===== src/shared/trig_route_pkg.sv =====
// constants and types shared by the trigger select and timing route block
`default_nettype none
package trig_route_pkg;
    localparam int N_TIMING = 7;
    localparam int N_AUX = 2;
    localparam int ADDR_W = 8;
    localparam int DATA_W = 32;
    // register byte offsets
    localparam logic [7:0] OFS_TRIG_CTRL = 8'h00;
    localparam logic [7:0] OFS_THRESH = 8'h04;
    localparam logic [7:0] OFS_SW_TRIG = 8'h08;
    localparam logic [7:0] OFS_TIMING_SEL = 8'h0C;
    localparam logic [7:0] OFS_MASTER = 8'h10;
    localparam logic [7:0] OFS_STATUS = 8'h14;
    // field positions
    localparam int TC_IN_SRC_LSB = 0;
    localparam int TC_OUT_SRC_LSB = 2;
    localparam int TC_ANA_SRC_BIT = 4;
    localparam int TC_COND_LSB = 5;
    localparam int TH_LOW_LSB = 0;
    localparam int TH_HIGH_LSB = 8;
    localparam int SW_IN_BIT = 0;
    localparam int SW_OUT_BIT = 1;
    localparam int ST_LEVEL_BIT = 0;
    localparam int ST_ARMED_BIT = 1;
    localparam int ST_TIMING_LSB = 2;
    localparam int ST_BUS_LSB = 9;
    localparam int DIG_TRIG_AUX = 0;
    // threshold code meaning on the pin source: 78 mV per step, 0x80 is 0 V
    localparam logic [7:0] LEVEL_ZERO_CODE = 8'h80;
    localparam logic [7:0] LEVEL_MIN_CODE = 8'h00;
    localparam logic [7:0] LEVEL_MAX_CODE = 8'hFF;
    localparam int LEVEL_STEP_MV = 78;
    localparam int LEVEL_STEPS = 256;
    typedef enum logic [1:0] {
        TSRC_SOFTWARE = 2'h0, TSRC_ANALOG = 2'h1, TSRC_DIGITAL = 2'h2
    } trig_src_t;
    typedef enum logic [2:0] {
        COND_BELOW_LOW = 3'h0, COND_ABOVE_HIGH = 3'h1, COND_INSIDE = 3'h2,
        COND_HIGH_HYST = 3'h3, COND_LOW_HYST = 3'h4
    } cond_t;
    typedef enum logic [1:0] {
        TSEL_INTERNAL = 2'h0, TSEL_AUX0 = 2'h1, TSEL_AUX1 = 2'h2, TSEL_BUS = 2'h3
    } tsel_t;
    typedef enum logic {DISARMED = 1'b0, ARMED = 1'b1} arm_t;
    // values after reset
    localparam trig_src_t RST_SRC = TSRC_SOFTWARE;
    localparam cond_t RST_COND = COND_BELOW_LOW;
    localparam logic [7:0] RST_LEVEL = LEVEL_ZERO_CODE;
    localparam logic RST_ANA_SRC = 1'b0;
    localparam logic [6:0] RST_MASTER = 7'h00;
endpackage
`default_nettype wire


===== src/shared/trig_detect_if.sv =====
// link between the route logic and the analog trigger detector
`timescale 1ns/100ps
`default_nettype none
interface trig_detect_if;
    trig_route_pkg::cond_t cond;
    logic cmp_below_low;
    logic cmp_above_high;
    logic event_pulse;
    logic level;
    logic armed;
    modport detector (input cond, cmp_below_low, cmp_above_high,
        output event_pulse, level, armed);
    modport control (output cond, cmp_below_low, cmp_above_high,
        input event_pulse, level, armed);
endinterface
`default_nettype wire


===== src/rtl/analog_trigger_detect.sv =====
// shared analog trigger detector: comparator sync and five trigger conditions
`timescale 1ns/100ps
`default_nettype none
module analog_trigger_detect (
    input wire logic clk_sys, // board clock
    input wire logic reset, // synchronous, active high
    trig_detect_if.detector det // condition in, event out
);
    typedef struct packed {
        logic [2:0] s_lo;
        logic [2:0] s_hi;
        logic lo;
        logic hi;
        logic lvl_q;
        trig_route_pkg::arm_t arm;
        logic evt;
    } det_state_t;

    det_state_t st, next_st;
    logic lvl;

    always_comb begin
        next_st = st;
        next_st.s_lo = {st.s_lo[1:0], det.cmp_below_low};
        next_st.s_hi = {st.s_hi[1:0], det.cmp_above_high};
        if (st.s_lo[1] == st.s_lo[2]) begin
            next_st.lo = st.s_lo[2];
        end
        if (st.s_hi[1] == st.s_hi[2]) begin
            next_st.hi = st.s_hi[2];
        end
        next_st.evt = 1'b0;
        lvl = 1'b0;
        unique case (det.cond)
            trig_route_pkg::COND_BELOW_LOW: lvl = st.lo;
            trig_route_pkg::COND_ABOVE_HIGH: lvl = st.hi;
            trig_route_pkg::COND_INSIDE: lvl = !st.lo && !st.hi;
            trig_route_pkg::COND_HIGH_HYST: lvl = st.hi;
            trig_route_pkg::COND_LOW_HYST: lvl = st.lo;
            default: lvl = 1'b0;
        endcase
        next_st.lvl_q = lvl;
        unique case (det.cond)
            trig_route_pkg::COND_HIGH_HYST: begin
                if (st.arm == trig_route_pkg::ARMED && st.hi) begin
                    next_st.evt = 1'b1;
                    next_st.arm = trig_route_pkg::DISARMED;
                end else if (st.lo) begin
                    next_st.arm = trig_route_pkg::ARMED;
                end
            end
            trig_route_pkg::COND_LOW_HYST: begin
                if (st.arm == trig_route_pkg::ARMED && st.lo) begin
                    next_st.evt = 1'b1;
                    next_st.arm = trig_route_pkg::DISARMED;
                end else if (st.hi) begin
                    next_st.arm = trig_route_pkg::ARMED;
                end
            end
            default: begin
                next_st.evt = lvl && !st.lvl_q;
                next_st.arm = trig_route_pkg::DISARMED;
            end
        endcase
    end

    always_ff @(posedge clk_sys) begin
        if (reset) begin
            st <= '0;
        end else begin
            st <= next_st;
        end
    end

    assign det.event_pulse = st.evt;
    assign det.level = st.lvl_q;
    assign det.armed = st.arm == trig_route_pkg::ARMED;
endmodule
`default_nettype wire


===== src/rtl/trigger_timing_route.sv =====
// trigger source select, software triggers and timing signal routing
//
// The register addresses and the plain strobed port were left to the implementer.
`timescale 1ns/100ps
`default_nettype none
module trigger_timing_route (
    input wire logic clk_sys, // board clock, 250 MHz
    input wire logic reset, // synchronous, active high
    input wire logic [7:0] addr, // register byte address
    input wire logic [31:0] wdata, // register write data
    input wire logic wr, // write strobe
    input wire logic rd, // read strobe
    output logic [31:0] rdata, // read data, cycle after rd
    input wire logic cmp_below_low, // comparator: input under lower level
    input wire logic cmp_above_high, // comparator: input over upper level
    input wire logic [1:0] aux_function_inputs, // aux timing pins
    input wire logic [6:0] internal_timing, // on-board timing sources
    input wire logic [6:0] board_sync_bus_in, // sync bus pin levels
    output logic [6:0] board_sync_bus_out, // sync bus drive value
    output logic [6:0] board_sync_bus_oe_n, // sync bus enable, low drives
    output logic [6:0] timing_sig, // selected timing signals
    output logic conv_in_trigger, // conversion-in trigger pulse
    output logic conv_out_trigger, // conversion-out trigger pulse
    output logic analog_src_sel, // 0 pin level, 1 converter input
    output logic [7:0] low_level_code, // lower threshold DAC code
    output logic [7:0] high_level_code // upper threshold DAC code
);
    typedef struct packed {
        trig_route_pkg::trig_src_t in_src;
        trig_route_pkg::trig_src_t out_src;
        logic ana_src;
        trig_route_pkg::cond_t cond;
        logic [7:0] lo_code;
        logic [7:0] hi_code;
        logic [6:0][1:0] tsel;
        logic [6:0] master;
        logic [1:0] a1;
        logic [1:0] a2;
        logic [1:0] a3;
        logic [1:0] af;
        logic [6:0] b1;
        logic [6:0] b2;
        logic [6:0] b3;
        logic [6:0] bf;
        logic dig_q;
        logic in_trig;
        logic out_trig;
        logic [6:0] timing;
        logic [6:0] bus_out;
        logic [6:0] bus_oe_n;
        logic [31:0] rdata;
    } route_state_t;

    route_state_t st, next_st, rst_st;
    trig_detect_if tdi();
    logic sw_in;
    logic sw_out;
    logic dig_evt;
    logic [6:0] own_sig;

    analog_trigger_detect u_detect (
        .clk_sys(clk_sys),
        .reset(reset),
        .det(tdi.detector)
    );

    // one detector shared by both processes
    assign tdi.cond = st.cond;
    assign tdi.cmp_below_low = cmp_below_low;
    assign tdi.cmp_above_high = cmp_above_high;

    always_comb begin
        rst_st = '0;
        rst_st.in_src = trig_route_pkg::RST_SRC;
        rst_st.out_src = trig_route_pkg::RST_SRC;
        rst_st.ana_src = trig_route_pkg::RST_ANA_SRC;
        rst_st.cond = trig_route_pkg::RST_COND;
        rst_st.lo_code = trig_route_pkg::RST_LEVEL;
        rst_st.hi_code = trig_route_pkg::RST_LEVEL;
        rst_st.tsel = {7{trig_route_pkg::TSEL_INTERNAL}};
        rst_st.master = trig_route_pkg::RST_MASTER;
        rst_st.bus_oe_n = 7'h7F;
    end

    function automatic logic fire(trig_route_pkg::trig_src_t src, logic sw,
        logic ana, logic dig);
        logic f;
        f = 1'b0;
        unique case (src)
            trig_route_pkg::TSRC_SOFTWARE: f = sw;
            trig_route_pkg::TSRC_ANALOG: f = ana;
            trig_route_pkg::TSRC_DIGITAL: f = dig;
            default: f = 1'b0;
        endcase
        return f;
    endfunction

    always_comb begin
        next_st = st;
        sw_in = 1'b0;
        sw_out = 1'b0;
        own_sig = '0;
        // pins: three flops, a change counts once stages 2 and 3 agree
        next_st.a1 = aux_function_inputs;
        next_st.a2 = st.a1;
        next_st.a3 = st.a2;
        next_st.af = (st.a2 & ~(st.a2 ^ st.a3)) | (st.af & (st.a2 ^ st.a3));
        next_st.b1 = board_sync_bus_in;
        next_st.b2 = st.b1;
        next_st.b3 = st.b2;
        next_st.bf = (st.b2 & ~(st.b2 ^ st.b3)) | (st.bf & (st.b2 ^ st.b3));
        next_st.dig_q = st.af[trig_route_pkg::DIG_TRIG_AUX];
        dig_evt = st.af[trig_route_pkg::DIG_TRIG_AUX] && !st.dig_q;
        if (wr) begin
            unique case (addr)
                trig_route_pkg::OFS_TRIG_CTRL: begin
                    next_st.in_src = trig_route_pkg::trig_src_t'(
                        wdata[trig_route_pkg::TC_IN_SRC_LSB +: 2]);
                    next_st.out_src = trig_route_pkg::trig_src_t'(
                        wdata[trig_route_pkg::TC_OUT_SRC_LSB +: 2]);
                    next_st.ana_src = wdata[trig_route_pkg::TC_ANA_SRC_BIT];
                    next_st.cond = trig_route_pkg::cond_t'(
                        wdata[trig_route_pkg::TC_COND_LSB +: 3]);
                end
                trig_route_pkg::OFS_THRESH: begin
                    // codes go straight to the level DACs
                    next_st.lo_code = wdata[trig_route_pkg::TH_LOW_LSB +: 8];
                    next_st.hi_code = wdata[trig_route_pkg::TH_HIGH_LSB +: 8];
                end
                trig_route_pkg::OFS_SW_TRIG: begin
                    sw_in = wdata[trig_route_pkg::SW_IN_BIT];
                    sw_out = wdata[trig_route_pkg::SW_OUT_BIT];
                end
                trig_route_pkg::OFS_TIMING_SEL: next_st.tsel = wdata[13:0];
                trig_route_pkg::OFS_MASTER: next_st.master = wdata[6:0];
                default: next_st.master = st.master;
            endcase
        end
        next_st.in_trig = fire(st.in_src, sw_in, tdi.event_pulse, dig_evt);
        next_st.out_trig = fire(st.out_src, sw_out, tdi.event_pulse, dig_evt);
        for (int i = 0; i < trig_route_pkg::N_TIMING; i++) begin
            unique case (trig_route_pkg::tsel_t'(st.tsel[i]))
                trig_route_pkg::TSEL_INTERNAL: own_sig[i] = internal_timing[i];
                trig_route_pkg::TSEL_AUX0: own_sig[i] = st.af[0];
                trig_route_pkg::TSEL_AUX1: own_sig[i] = st.af[1];
                trig_route_pkg::TSEL_BUS: own_sig[i] = internal_timing[i];
            endcase
            // a master never listens to its own bus line
            next_st.timing[i] = (st.tsel[i] == trig_route_pkg::TSEL_BUS && !st.master[i])
                ? st.bf[i] : own_sig[i];
        end
        // master drives its own signal out
        next_st.bus_out = own_sig & st.master;
        next_st.bus_oe_n = ~st.master;
        next_st.rdata = '0;
        if (rd) begin
            unique case (addr)
                trig_route_pkg::OFS_TRIG_CTRL: begin
                    next_st.rdata[trig_route_pkg::TC_IN_SRC_LSB +: 2] = st.in_src;
                    next_st.rdata[trig_route_pkg::TC_OUT_SRC_LSB +: 2] = st.out_src;
                    next_st.rdata[trig_route_pkg::TC_ANA_SRC_BIT] = st.ana_src;
                    next_st.rdata[trig_route_pkg::TC_COND_LSB +: 3] = st.cond;
                end
                trig_route_pkg::OFS_THRESH: begin
                    next_st.rdata[trig_route_pkg::TH_LOW_LSB +: 8] = st.lo_code;
                    next_st.rdata[trig_route_pkg::TH_HIGH_LSB +: 8] = st.hi_code;
                end
                trig_route_pkg::OFS_TIMING_SEL: next_st.rdata[13:0] = st.tsel;
                trig_route_pkg::OFS_MASTER: next_st.rdata[6:0] = st.master;
                trig_route_pkg::OFS_STATUS: begin
                    next_st.rdata[trig_route_pkg::ST_LEVEL_BIT] = tdi.level;
                    next_st.rdata[trig_route_pkg::ST_ARMED_BIT] = tdi.armed;
                    next_st.rdata[trig_route_pkg::ST_TIMING_LSB +: 7] = st.timing;
                    next_st.rdata[trig_route_pkg::ST_BUS_LSB +: 7] = st.bf;
                end
                default: next_st.rdata = '0;
            endcase
        end
    end

    always_ff @(posedge clk_sys) begin
        if (reset) begin
            st <= rst_st;
        end else begin
            st <= next_st;
        end
    end

    assign rdata = st.rdata;
    assign board_sync_bus_out = st.bus_out;
    assign board_sync_bus_oe_n = st.bus_oe_n;
    assign timing_sig = st.timing;
    assign conv_in_trigger = st.in_trig;
    assign conv_out_trigger = st.out_trig;
    assign analog_src_sel = st.ana_src;
    assign low_level_code = st.lo_code;
    assign high_level_code = st.hi_code;
endmodule
`default_nettype wire


===== config.mk =====
export PLATFORM = sky130hd
export DESIGN_NAME = trigger_timing_route
export DESIGN_NICKNAME = d
export VERILOG_FILES = /design/src/shared/trig_route_pkg.sv /design/src/shared/trig_detect_if.sv /design/src/rtl/analog_trigger_detect.sv /design/src/rtl/trigger_timing_route.sv
export SDC_FILE = /design/constraint.sdc
export NUM_CORES = 1
export LEC_CHECK = 0
export ABC_CLOCK_PERIOD_IN_PS = 2000
export BUFFER_PORTS_ARGS = -buffer_cell sky130_fd_sc_hd__buf_2
export CAP_MARGIN = 20
export CORE_MARGIN = 3
export CORE_UTILIZATION = 54
export CTS_CLUSTER_DIAMETER = 150
export DETAILED_ROUTE_END_ITERATION = 10
export PLACE_DENSITY = 0.8
export SLEW_MARGIN = 20
export SYNTH_ARGS = -nofsm -noshare
export SYNTH_HDL_FRONTEND = slang
export SYNTH_HIERARCHICAL = 1
export SYNTH_SLANG_ARGS = --single-unit

===== constraint.sdc =====
create_clock -name clk_sys -period 2 [get_ports clk_sys]
set_input_delay 0.4 -clock clk_sys [delete_from_list [all_inputs] [get_ports clk_sys]]
set_output_delay 0.4 -clock clk_sys [all_outputs]
set_load 0.02 [all_outputs]

Word level (Yosys, flattened, before mapping)
Index checks and enable logic that the tools add are counted.
{ "classes": {"reduce_logical": 49, "n_eq_ne": 38, "mux": 32, "bitwise_logic": 13} }
{ "ops": {"columns": ["op", "count"], "rows": [
  ["$pmux W7 S5", 1],
  ["$eq A2 B2 Y1 const B", 16],
  ["$pmux W1 S3", 10],
  ["$and A7 B7 Y7", 3],
  ["$reduce_or A2 Y1", 10],
  ["$eq A2 B1 Y1 const B", 9],
  ["$logic_not A2 Y1", 9],
  ["$pmux W6 S3", 1],
  ["$mux W1", 17],
  ["$eq A8 B4 Y1 const B", 2],
  ["$eq A8 B5 Y1 const B", 2],
  ["$not A7 Y7", 2],
  ["$logic_and A1 B1 Y1", 12],
  ["$logic_not A1 Y1", 11],
  ["$reduce_and A2 Y1", 5],
  ["$eq A8 B3 Y1 const B", 1],
  ["$logic_not A8 Y1", 1],
  ["$pmux W2 S2", 2],
  ["$or A7 B7 Y7", 1],
  ["$xor A7 B7 Y7", 1],
  ["$eq A3 B2 Y1 const B", 2],
  ["$ne A3 B1 Y1 const B", 2],
  ["$and A2 B2 Y2", 2],
  ["$pmux W1 S4", 1],
  ["8 further kinds", 9]
]} }
{ "totals": {"out_inout_bits": 72, "inputBits": 62, "reg_bits": 148} }

Longest topological paths before layout
Gate-level depths: netlist (run 1).
{ "logic_depth": {"depth_word": 5, "mapped_depth": 7} }

Modules after synthesis
The synthesis (run 1) kept the hierarchy.
{ "modules_own_cells": {"columns": ["mod", "cells_each", "seq_area_each_um2", "instances", "area_per_inst_um2"], "rows": [
  ["trigger_timing_route", 571, 2422.3, 1, 5654.2],
  ["analog_trigger_detect", 42, 220.2, 1, 422.9]
]} }

Worst setup path after synthesis (run 1)
OpenSTA, ideal clock, no wires.
{ "synth_path": {"kind": "input to register", "startpoint": "input addr[4]", "endpoint": "register st, in the netlist low_level_code[0]", "cell_stages": 7, "arrival_ns": 1.461, "slack_ns": 0.467, "path_cell_list": "buf_2 -> nor2b_1 -> buf_2 -> and3_1 -> buf_2 -> buf_6 -> mux2i_1"} }
{ "synth_between": {"elab_chain_cells": 2} }
{ "synth_lines": {"columns": ["element", "line", "source"], "rows": [
  ["start: declaration", "trigger_timing_route.sv:9", "input wire logic [7:0] addr,"],
  ["$eq A8 B3 Y1", "trigger_timing_route.sv:115", "unique case (addr)"],
  ["$reduce_and A2 Y1 (no source line)", null, null],
  ["end signal: assignment", "trigger_timing_route.sv:183", "st <= rst_st;"],
  ["end signal: assignment", "trigger_timing_route.sv:185", "st <= next_st;"],
  ["end: declaration", "trigger_timing_route.sv:54", "route_state_t st, next_st, rst_st;"]
]} }
No other way between the ends.
A chain may end at the register's enable or synchronous reset.

Worst setup path after layout (run 1)
{ "layout_path": {"startpoint": "input addr[3]", "endpoint": "register st, in the netlist rdata[0]"} }
{ "layout_between": {"elab_chain_cells": 2, "word_cells_on_any_way": 6, "cone_classes": "4 x eq/ne; 1 x mux; 1 x reduce/logical"} }
{ "layout_lines": {"columns": ["element", "line", "source"], "rows": [
  ["$eq A8 B5 Y1 (tied with other cells)", "trigger_timing_route.sv:157", "unique case (addr)"],
  ["$pmux W7 S5 *", "trigger_timing_route.sv:157", null]
]} }
Mark *: on every way between the ends. The rest lies on a longest branch, timed or not.

==> flow_summary.toml, run 1 <==
[worst_hold_path]
hold_end = "next_st[76]"
hold_depth = 2
hp-class = "primary input to flop"
holdCritStartpoint = "board_sync_bus_in[6]"

[final_layout]
register_area_mm2 = 0.00264
multi_input_area_mm2 = 0.00275
syn_to_final_growth_pct = 12.1
final_common_cell = "dfxtp_1"
diodes = 0
nNetsFinal = 741
layout-drive-gt1-share_pct = 23.1
final_cell_mix = "dfxtp_1 (132), buf_2 (101), nand2b_1 (75)"
fillers = 911

[worst_setup_path]
endpoint_kind = "flop"
r2r-end = "timing_sig[2]"
reg2regPathDepth = 5
crit_arrival_ns = 1.79
ff2ff_setup_slack_ns = 0.58
crit_buf_inv = 2
rr_startpoint = "st[103]"
cp-start-kind = "primary input"
critPathSlowestCell = "and4b_1"
required_ns = 2.36
cp_max_fo = 10
critPathKind = "primary input to flop"
critPathMaxStageDelay_ns = 0.41
crit_chain = "buf_2 -> nor4bb_1 -> buf_4 -> and4b_1 -> a22o_1"
crit_family = "simple AND/OR/NAND/NOR gates"

[detailed_routing]
ant_nets = 0
dr.pass1.iters = 5
drt_iter0_markers = 189
wl_per_cell_um = 16.4
viasPerCell = 5.34
totalWireLength_um = 13300
routed-via-count = 4307
drcViolationCount = 0

[synthesis]
synth_edf_count = 0
synth_mux_area_share_pct = 11.2
ys_dominant_reg_cell = "dfxtp_1"
yosysTopAreaCell = "dfxtp_1"
synth_top_family_by_area = "simple AND/OR/NAND/NOR gates"
synthSimpleGateAreaFrac_pct = 21.1
synthCells = 613
synth_compound_area_share_pct = 7.70
yosysWarnings = 6
synth_async_sr_flop_share_pct = 0
synth_top_area_share_pct = 43.5
synth_area_mm2 = 0.00608
avgSynthCellArea_um2 = 9.91
ys_seq_area_share_pct = 43.5
ys_types = 48
synth-seq-cells = 132
synth_xor_area_share_pct = 0
synthAdderAreaFrac_pct = 4.32
synthTopCellsByArea = "dfxtp_1 (43%), mux2i_1 (10%), buf_4 (8.6%), nand2b_1 (7.7%), ha_1 (4.3%)"

[pwr]
p_leak_nw = 3.01
power_density_mw_per_mm2 = 882
ir_drop_v = 0.000677

[cts]
clk_pin_slew_worst_paths_ns = 0.06
ctsResizeCount = 0
cts_root_buffer = "clkbuf_16"
ctsHoldBuffers = 0
post_cts_buffers = 0
cts_buffer_depth = 2
worstSkewPairLatency_ns = 0.41
cts_sinks = 132
cts_tree = "built"
h-tree-depth = 4
numCtsBuffers = 17

[floorplanning]
core.rowCount = 38
core_mm2 = 0.0109
io_pins = 134
die_area_mm2 = 0.0126
die_h_um = 112
start_util_pct = 55.6
die_x_um = 112

[sta]
worst_slew_pin_slew_ns = 0.525
timing.slew.headroom_pct = 65.0
clock.fmax_mhz = 697
period_share_pct = 71.7
setup_tns_ns = 0
layout_setup_ws_ns = 0.565
hold_viol_final = 0
setup_viol = 0
rsz0062_at_grt = "false"
layout_min_cycle_time_ns = 1.43
final_max_slew_viol_count = 0
fin_skew_ns = 0.0125

[placed_design]
pre_cts_ws_ns = 0.159
gp_congestion = 0.855
dp_hpwl_um = 9300
io_buffers = 101

[grt]
grt_pass1_wl_um = 21100
overflow = 0
antenna_found_initial = 0
grt_util_met3_pct = 6.04
grt_most_used_layer = "met2"
grt_pass1_vias = 4190
use_met1_pct = 25.5
grt_max_degree = 122
grtUsageTotal_pct = 21.3
grt_util_met2_pct = 36.8

[outcome]
status = "finished clean"

[run]
max-cap-violations = 0
## sequential cells by signal (all words and copies together) (netlist names), 7 cells and up, named ones only
name / count
board_sync_bus_out: 7
timing_sig: 7
low_level_code: 8
high_level_code: 8
st: 35
next_st: 18
rdata: 16
board_sync_bus_oe_n: 7
## metrics by stage
stage	hold WS, ns	power [W]	util [%]	cells	cell area, um2
floorplan	0.414	0.00296	-	628	6130
global placement	0.416	0.00303	57.1	779	6240
detailed placement	0.425	0.00303	57.1	779	6240
CTS	0.186	0.00603	62.3	807	6820
global route	0.191	0.00619	62.3	807	6820
finish	0.195	0.00601	62.3	807	6820
## synthesized netlist by cell type, drive strengths merged (2+ instances only)
cell and n:
or4b 2, nor3 3, and4b 3, inv 16
clkbuf 15, nand3 17, o22ai 7, a21oi 27
nand4 4, nand4b 7, nand2b 75, and3 2
o21ai 12, a221o 7, a221oi 2, o211ai 2
nor2b 39, ha 21, a22o 7, a31oi 3
nand2 20, nor2 14, buf 86, mux2i 61
nor4b 3, dfxtp 132, nor4bb 2, nand3b 8
mux2 6
## cell families after synthesis
family,after synthesis
and+or+nand+nor,203
AOI/OAI and AO/OA,72
DFF,132
other,1
muxes,67
adders and majority gates,21
buffers and inverters,117
## how the worst max path moves through the flow
stage / start / endpoint / slack [ns] / cells past startpoint
global placement: addr[3] / rdata[5] / 0.27 / 5
floorplan: addr[4] / low_level_code[0] / 0.47 / 7
finish: addr[3] / rdata[0] / 0.57 / 5
global route: addr[3] / rdata[4] / 0.47 / 5
detailed placement: addr[3] / rdata[0] / 0.16 / 5
CTS: high_level_code[0] / high_level_code[0] / 0.57 / 1
## worst register-to-register path, stage by stage (launching register included)
cell,delay (ns)
dfxtp_1,0.42
inv_1,0.07
ha_1,0.29
a221o_1,0.34
nand3_1,0.10
a21oi_1,0.07
## layer usage
layer / vias to the layer above / wire (um) / share of wire (%)
li1: 2090 / - / -
met1: 2057 / 5580 / 42
met4: 0 / 229 / 1.7
met5: - / 0 / 0
met3: 23 / 805 / 6.1
met2: 137 / 6650 / 50
## area by class of cell
| type | instances | share of cell area (%) |
|---|---|---|
| multi-input combinational | 379 | 40.4 |
| sequential | 132 | 38.8 |
| timing repair buffer | 112 | 9.00 |
| clock buffer | 24 | 7.36 |
| tap | 140 | 2.57 |
| clock inverter | 4 | 1.06 |
| inverter | 16 | 0.881 |
## where the power goes
part	switching (W)	internal, W
registers	0.0000166	0.00267
logic	0.000172	0.000123
clock network	0.00106	0.00197
(Power assumes the default switching activity.)
==> run 2, diff against run 1 <==
Settings changed: ABC_AREA set to 1, ABC_CLOCK_PERIOD_IN_PS 2000 to 1200, CORE_UTILIZATION 54 to 49, PLACE_DENSITY 0.8 to 0.77.
Clock period 2 ns to 1.2 ns, I/O delays scaled along.
==> run 2 against run 1 <==
Clock power up 86%; design area up 5.7%; via count up 15%; critical path depth is 4 lower; synthesized area down 2.7%; synthesized cell count increased by 26%; first-iteration DRC count rose by 69%; combinational power increased by 79%; global-route usage about the same; sequential share of layout area is 1.5 points lower; critical endpoint is now timing_sig[1]; largest cell class is now sequential cells.
==> flow_summary.toml, run 2 <==
[outcome]
status = "finished clean"

[worst_setup_path]
cp_max_fo = 2
crit_family = "flip-flops"
critPathMaxStageDelay_ns = 0.37
ff2ff_setup_slack_ns = 0.05
startpoint = "timing_sig[1]"
cp-start-kind = "flop"
endpoint_kind = "primary output"
worst-path-stages = 1
crit_buf_inv = 1
rr_startpoint = "st[104]"
endpoint = "timing_sig[1]"
r2r-end = "timing_sig[2]"
crit_chain = "buf_4"
critPathSlowestCell = "dfxtp_2"
critPathKind = "flop to primary output"
required_ns = 0.96
crit_arrival_ns = 0.94
reg2regPathDepth = 5

[final_layout]
stdcell_area_mm2 = 0.00720
layout-drive-gt1-share_pct = 28.6
final_common_cell = "nor2_1"
utilization_pct = 62.0
top_register = "st"
syn_to_final_growth_pct = 21.8
final_cell_mix = "nor2_1 (137), dfxtp_1 (101), nand2_1 (91)"
nNetsFinal = 940
largest_reg_flops = 35
fillers = 1038
diodes = 0

[floorplanning]
die_area_mm2 = 0.0134
core.rowCount = 39
die_x_um = 116
die_h_um = 116
io_pins = 134
start_util_pct = 50.9
core_mm2 = 0.0116

[cts]
cts_sinks = 132
ctsHoldBuffers = 0
clk_pin_slew_worst_paths_ns = 0.06
cts_tree = "built"
cts_root_buffer = "clkbuf_16"
worstSkewPairLatency_ns = 0.42
cts_buffer_depth = 2
h-tree-depth = 4
numCtsBuffers = 17

[detailed_routing]
ant_nets = 0
viasPerCell = 4.88
wl_per_cell_um = 13.6
routed-via-count = 4944
totalWireLength_um = 13700
drcViolationCount = 0
drt_iter0_markers = 319
dr.pass1.iters = 5

[synthesis]
synth_most_common_cell = "nor2_1"
synth_async_sr_flop_share_pct = 0
synthTopCellsByArea = "dfxtp_1 (45%), buf_4 (9.0%), nor2_1 (8.7%), nand2_1 (5.8%), nand3_1 (5.2%)"
synth-seq-cells = 132
yosysWarnings = 6
synth_edf_count = 0
synth_top_area_share_pct = 44.7
avgSynthCellArea_um2 = 7.67
ys_seq_area_share_pct = 44.7
synth_area_mm2 = 0.00592
ys_top_cells_by_count = "nor2_1 (137), dfxtp_1 (132), nand2_1 (91)"
yosysTopAreaCell = "dfxtp_1"
ys_dominant_reg_cell = "dfxtp_1"
ys_types = 30
synthCells = 771

[grt]
antenna_found_initial = 0
grt_pass1_vias = 4445
overflow = 0
grtUsageTotal_pct = 21.4
grt_pass1_wl_um = 22100
grt_max_degree = 28

[placed_design]
dp_hpwl_um = 10200
dpl_cell_area_mm2 = 0.00641
io_buffers = 101
gp_congestion = 0.896

[worst_hold_path]
hp-class = "primary input to flop"
holdCritStartpoint = "board_sync_bus_in[5]"

[sta]
clock.fmax_mhz = 848
hold_viol_final = 0
layout_min_cycle_time_ns = 1.18
period_share_pct = 98.2
fin_skew_ns = 0.00591
setup_tns_ns = 0
holdWs_ns = 0.0175
setup_viol = 0
final_max_slew_viol_count = 0

[pwr]
power_density_mw_per_mm2 = 1480
p_leak_nw = 3.34
ir_drop_v = 0.000891

[run]
max-cap-violations = 0
-- run 2: changes by cell type after synthesis, sizes merged, moves of 8 or more --
cell    previous run  this run
nor3               3        17
inv               16        83
nor2              14       148
o21ai             12        63
nor2b             39         0
nand3             17        63
nand2             20        97
nand2b            75         0
nand3b             8         0
a21oi             27        40
mux2i             61         0
-- run 2: per-stage QoR --
step                std cells  total power (W)  worst slack [ns]
floorplan                 786          0.00491            0.0213
global placement          981          0.00508            -0.137
detailed placement        981          0.00508            -0.165
CTS                      1013           0.0107         0.0000949
global route             1013           0.0110           -0.0201
finish                   1013           0.0107            0.0214
-- run 2: metal layers --
metal	GRT usage, %	vias to the layer above	share of wire [%]
met5	0	-	0
met4	9.59	0	2.8
met3	6.42	34	8.4
met2	31.9	181	44
met1	28.5	2197	45
li1	-	2532	-
-- run 2: worst min-delay path by stage --
stage | to | slack, ns | cells after the start
6_report | next_st[75] | 0.02 | 3
3_5_place_dp | next_st[66] | 0.39 | 2
3_3_place_gp | u_detect/next_st[10] | 0.39 | 2
4_1_cts | next_st[75] | 0.004 | 3
2_1_floorplan | next_st[70] | 0.35 | 2
5_1_grt | next_st[73] | 0.01 | 3
-- run 2: final cells by class --
cell class / count / area [um2] / area share, %
Sequential cell: 132 / 2690 / 37.3
Inverter: 85 / 320 / 4.45
Clock inverter: 13 / 206 / 2.87
Multi-Input combinational cell: 474 / 2390 / 33.2
Clock buffer: 19 / 443 / 6.15
Tap cell: 143 / 179 / 2.48
Timing Repair Buffer: 147 / 973 / 13.5
-- run 2: power breakdown --
group / total [W] / switching, W / internal (W)
Clock: 0.00564 / 0.00191 / 0.00373
Sequential: 0.00448 / 0.0000345 / 0.00445
Combinational: 0.000529 / 0.000335 / 0.000194
Total: 0.0107 / 0.00228 / 0.00837
-- run 2: kinds of logic after synthesis --
kind of cell / share of synthesized area (%)
AND/OR/NAND/NOR: 25.0
buffers and inverters: 16.5
AO/OA/AOI/OAI: 9.33
flip-flops: 44.7
adder cells (fa/ha/maj): 4.44
other: 0.0634
-- run 2: repair_timing --
action / CTS / global route
gates resized for setup: 32 / 37
pin swaps: 0 / 4
buffers inserted: 0 / 0
endpoints found under the setup margin: 21 / 25
endpoints found under the hold margin: 0 / 0
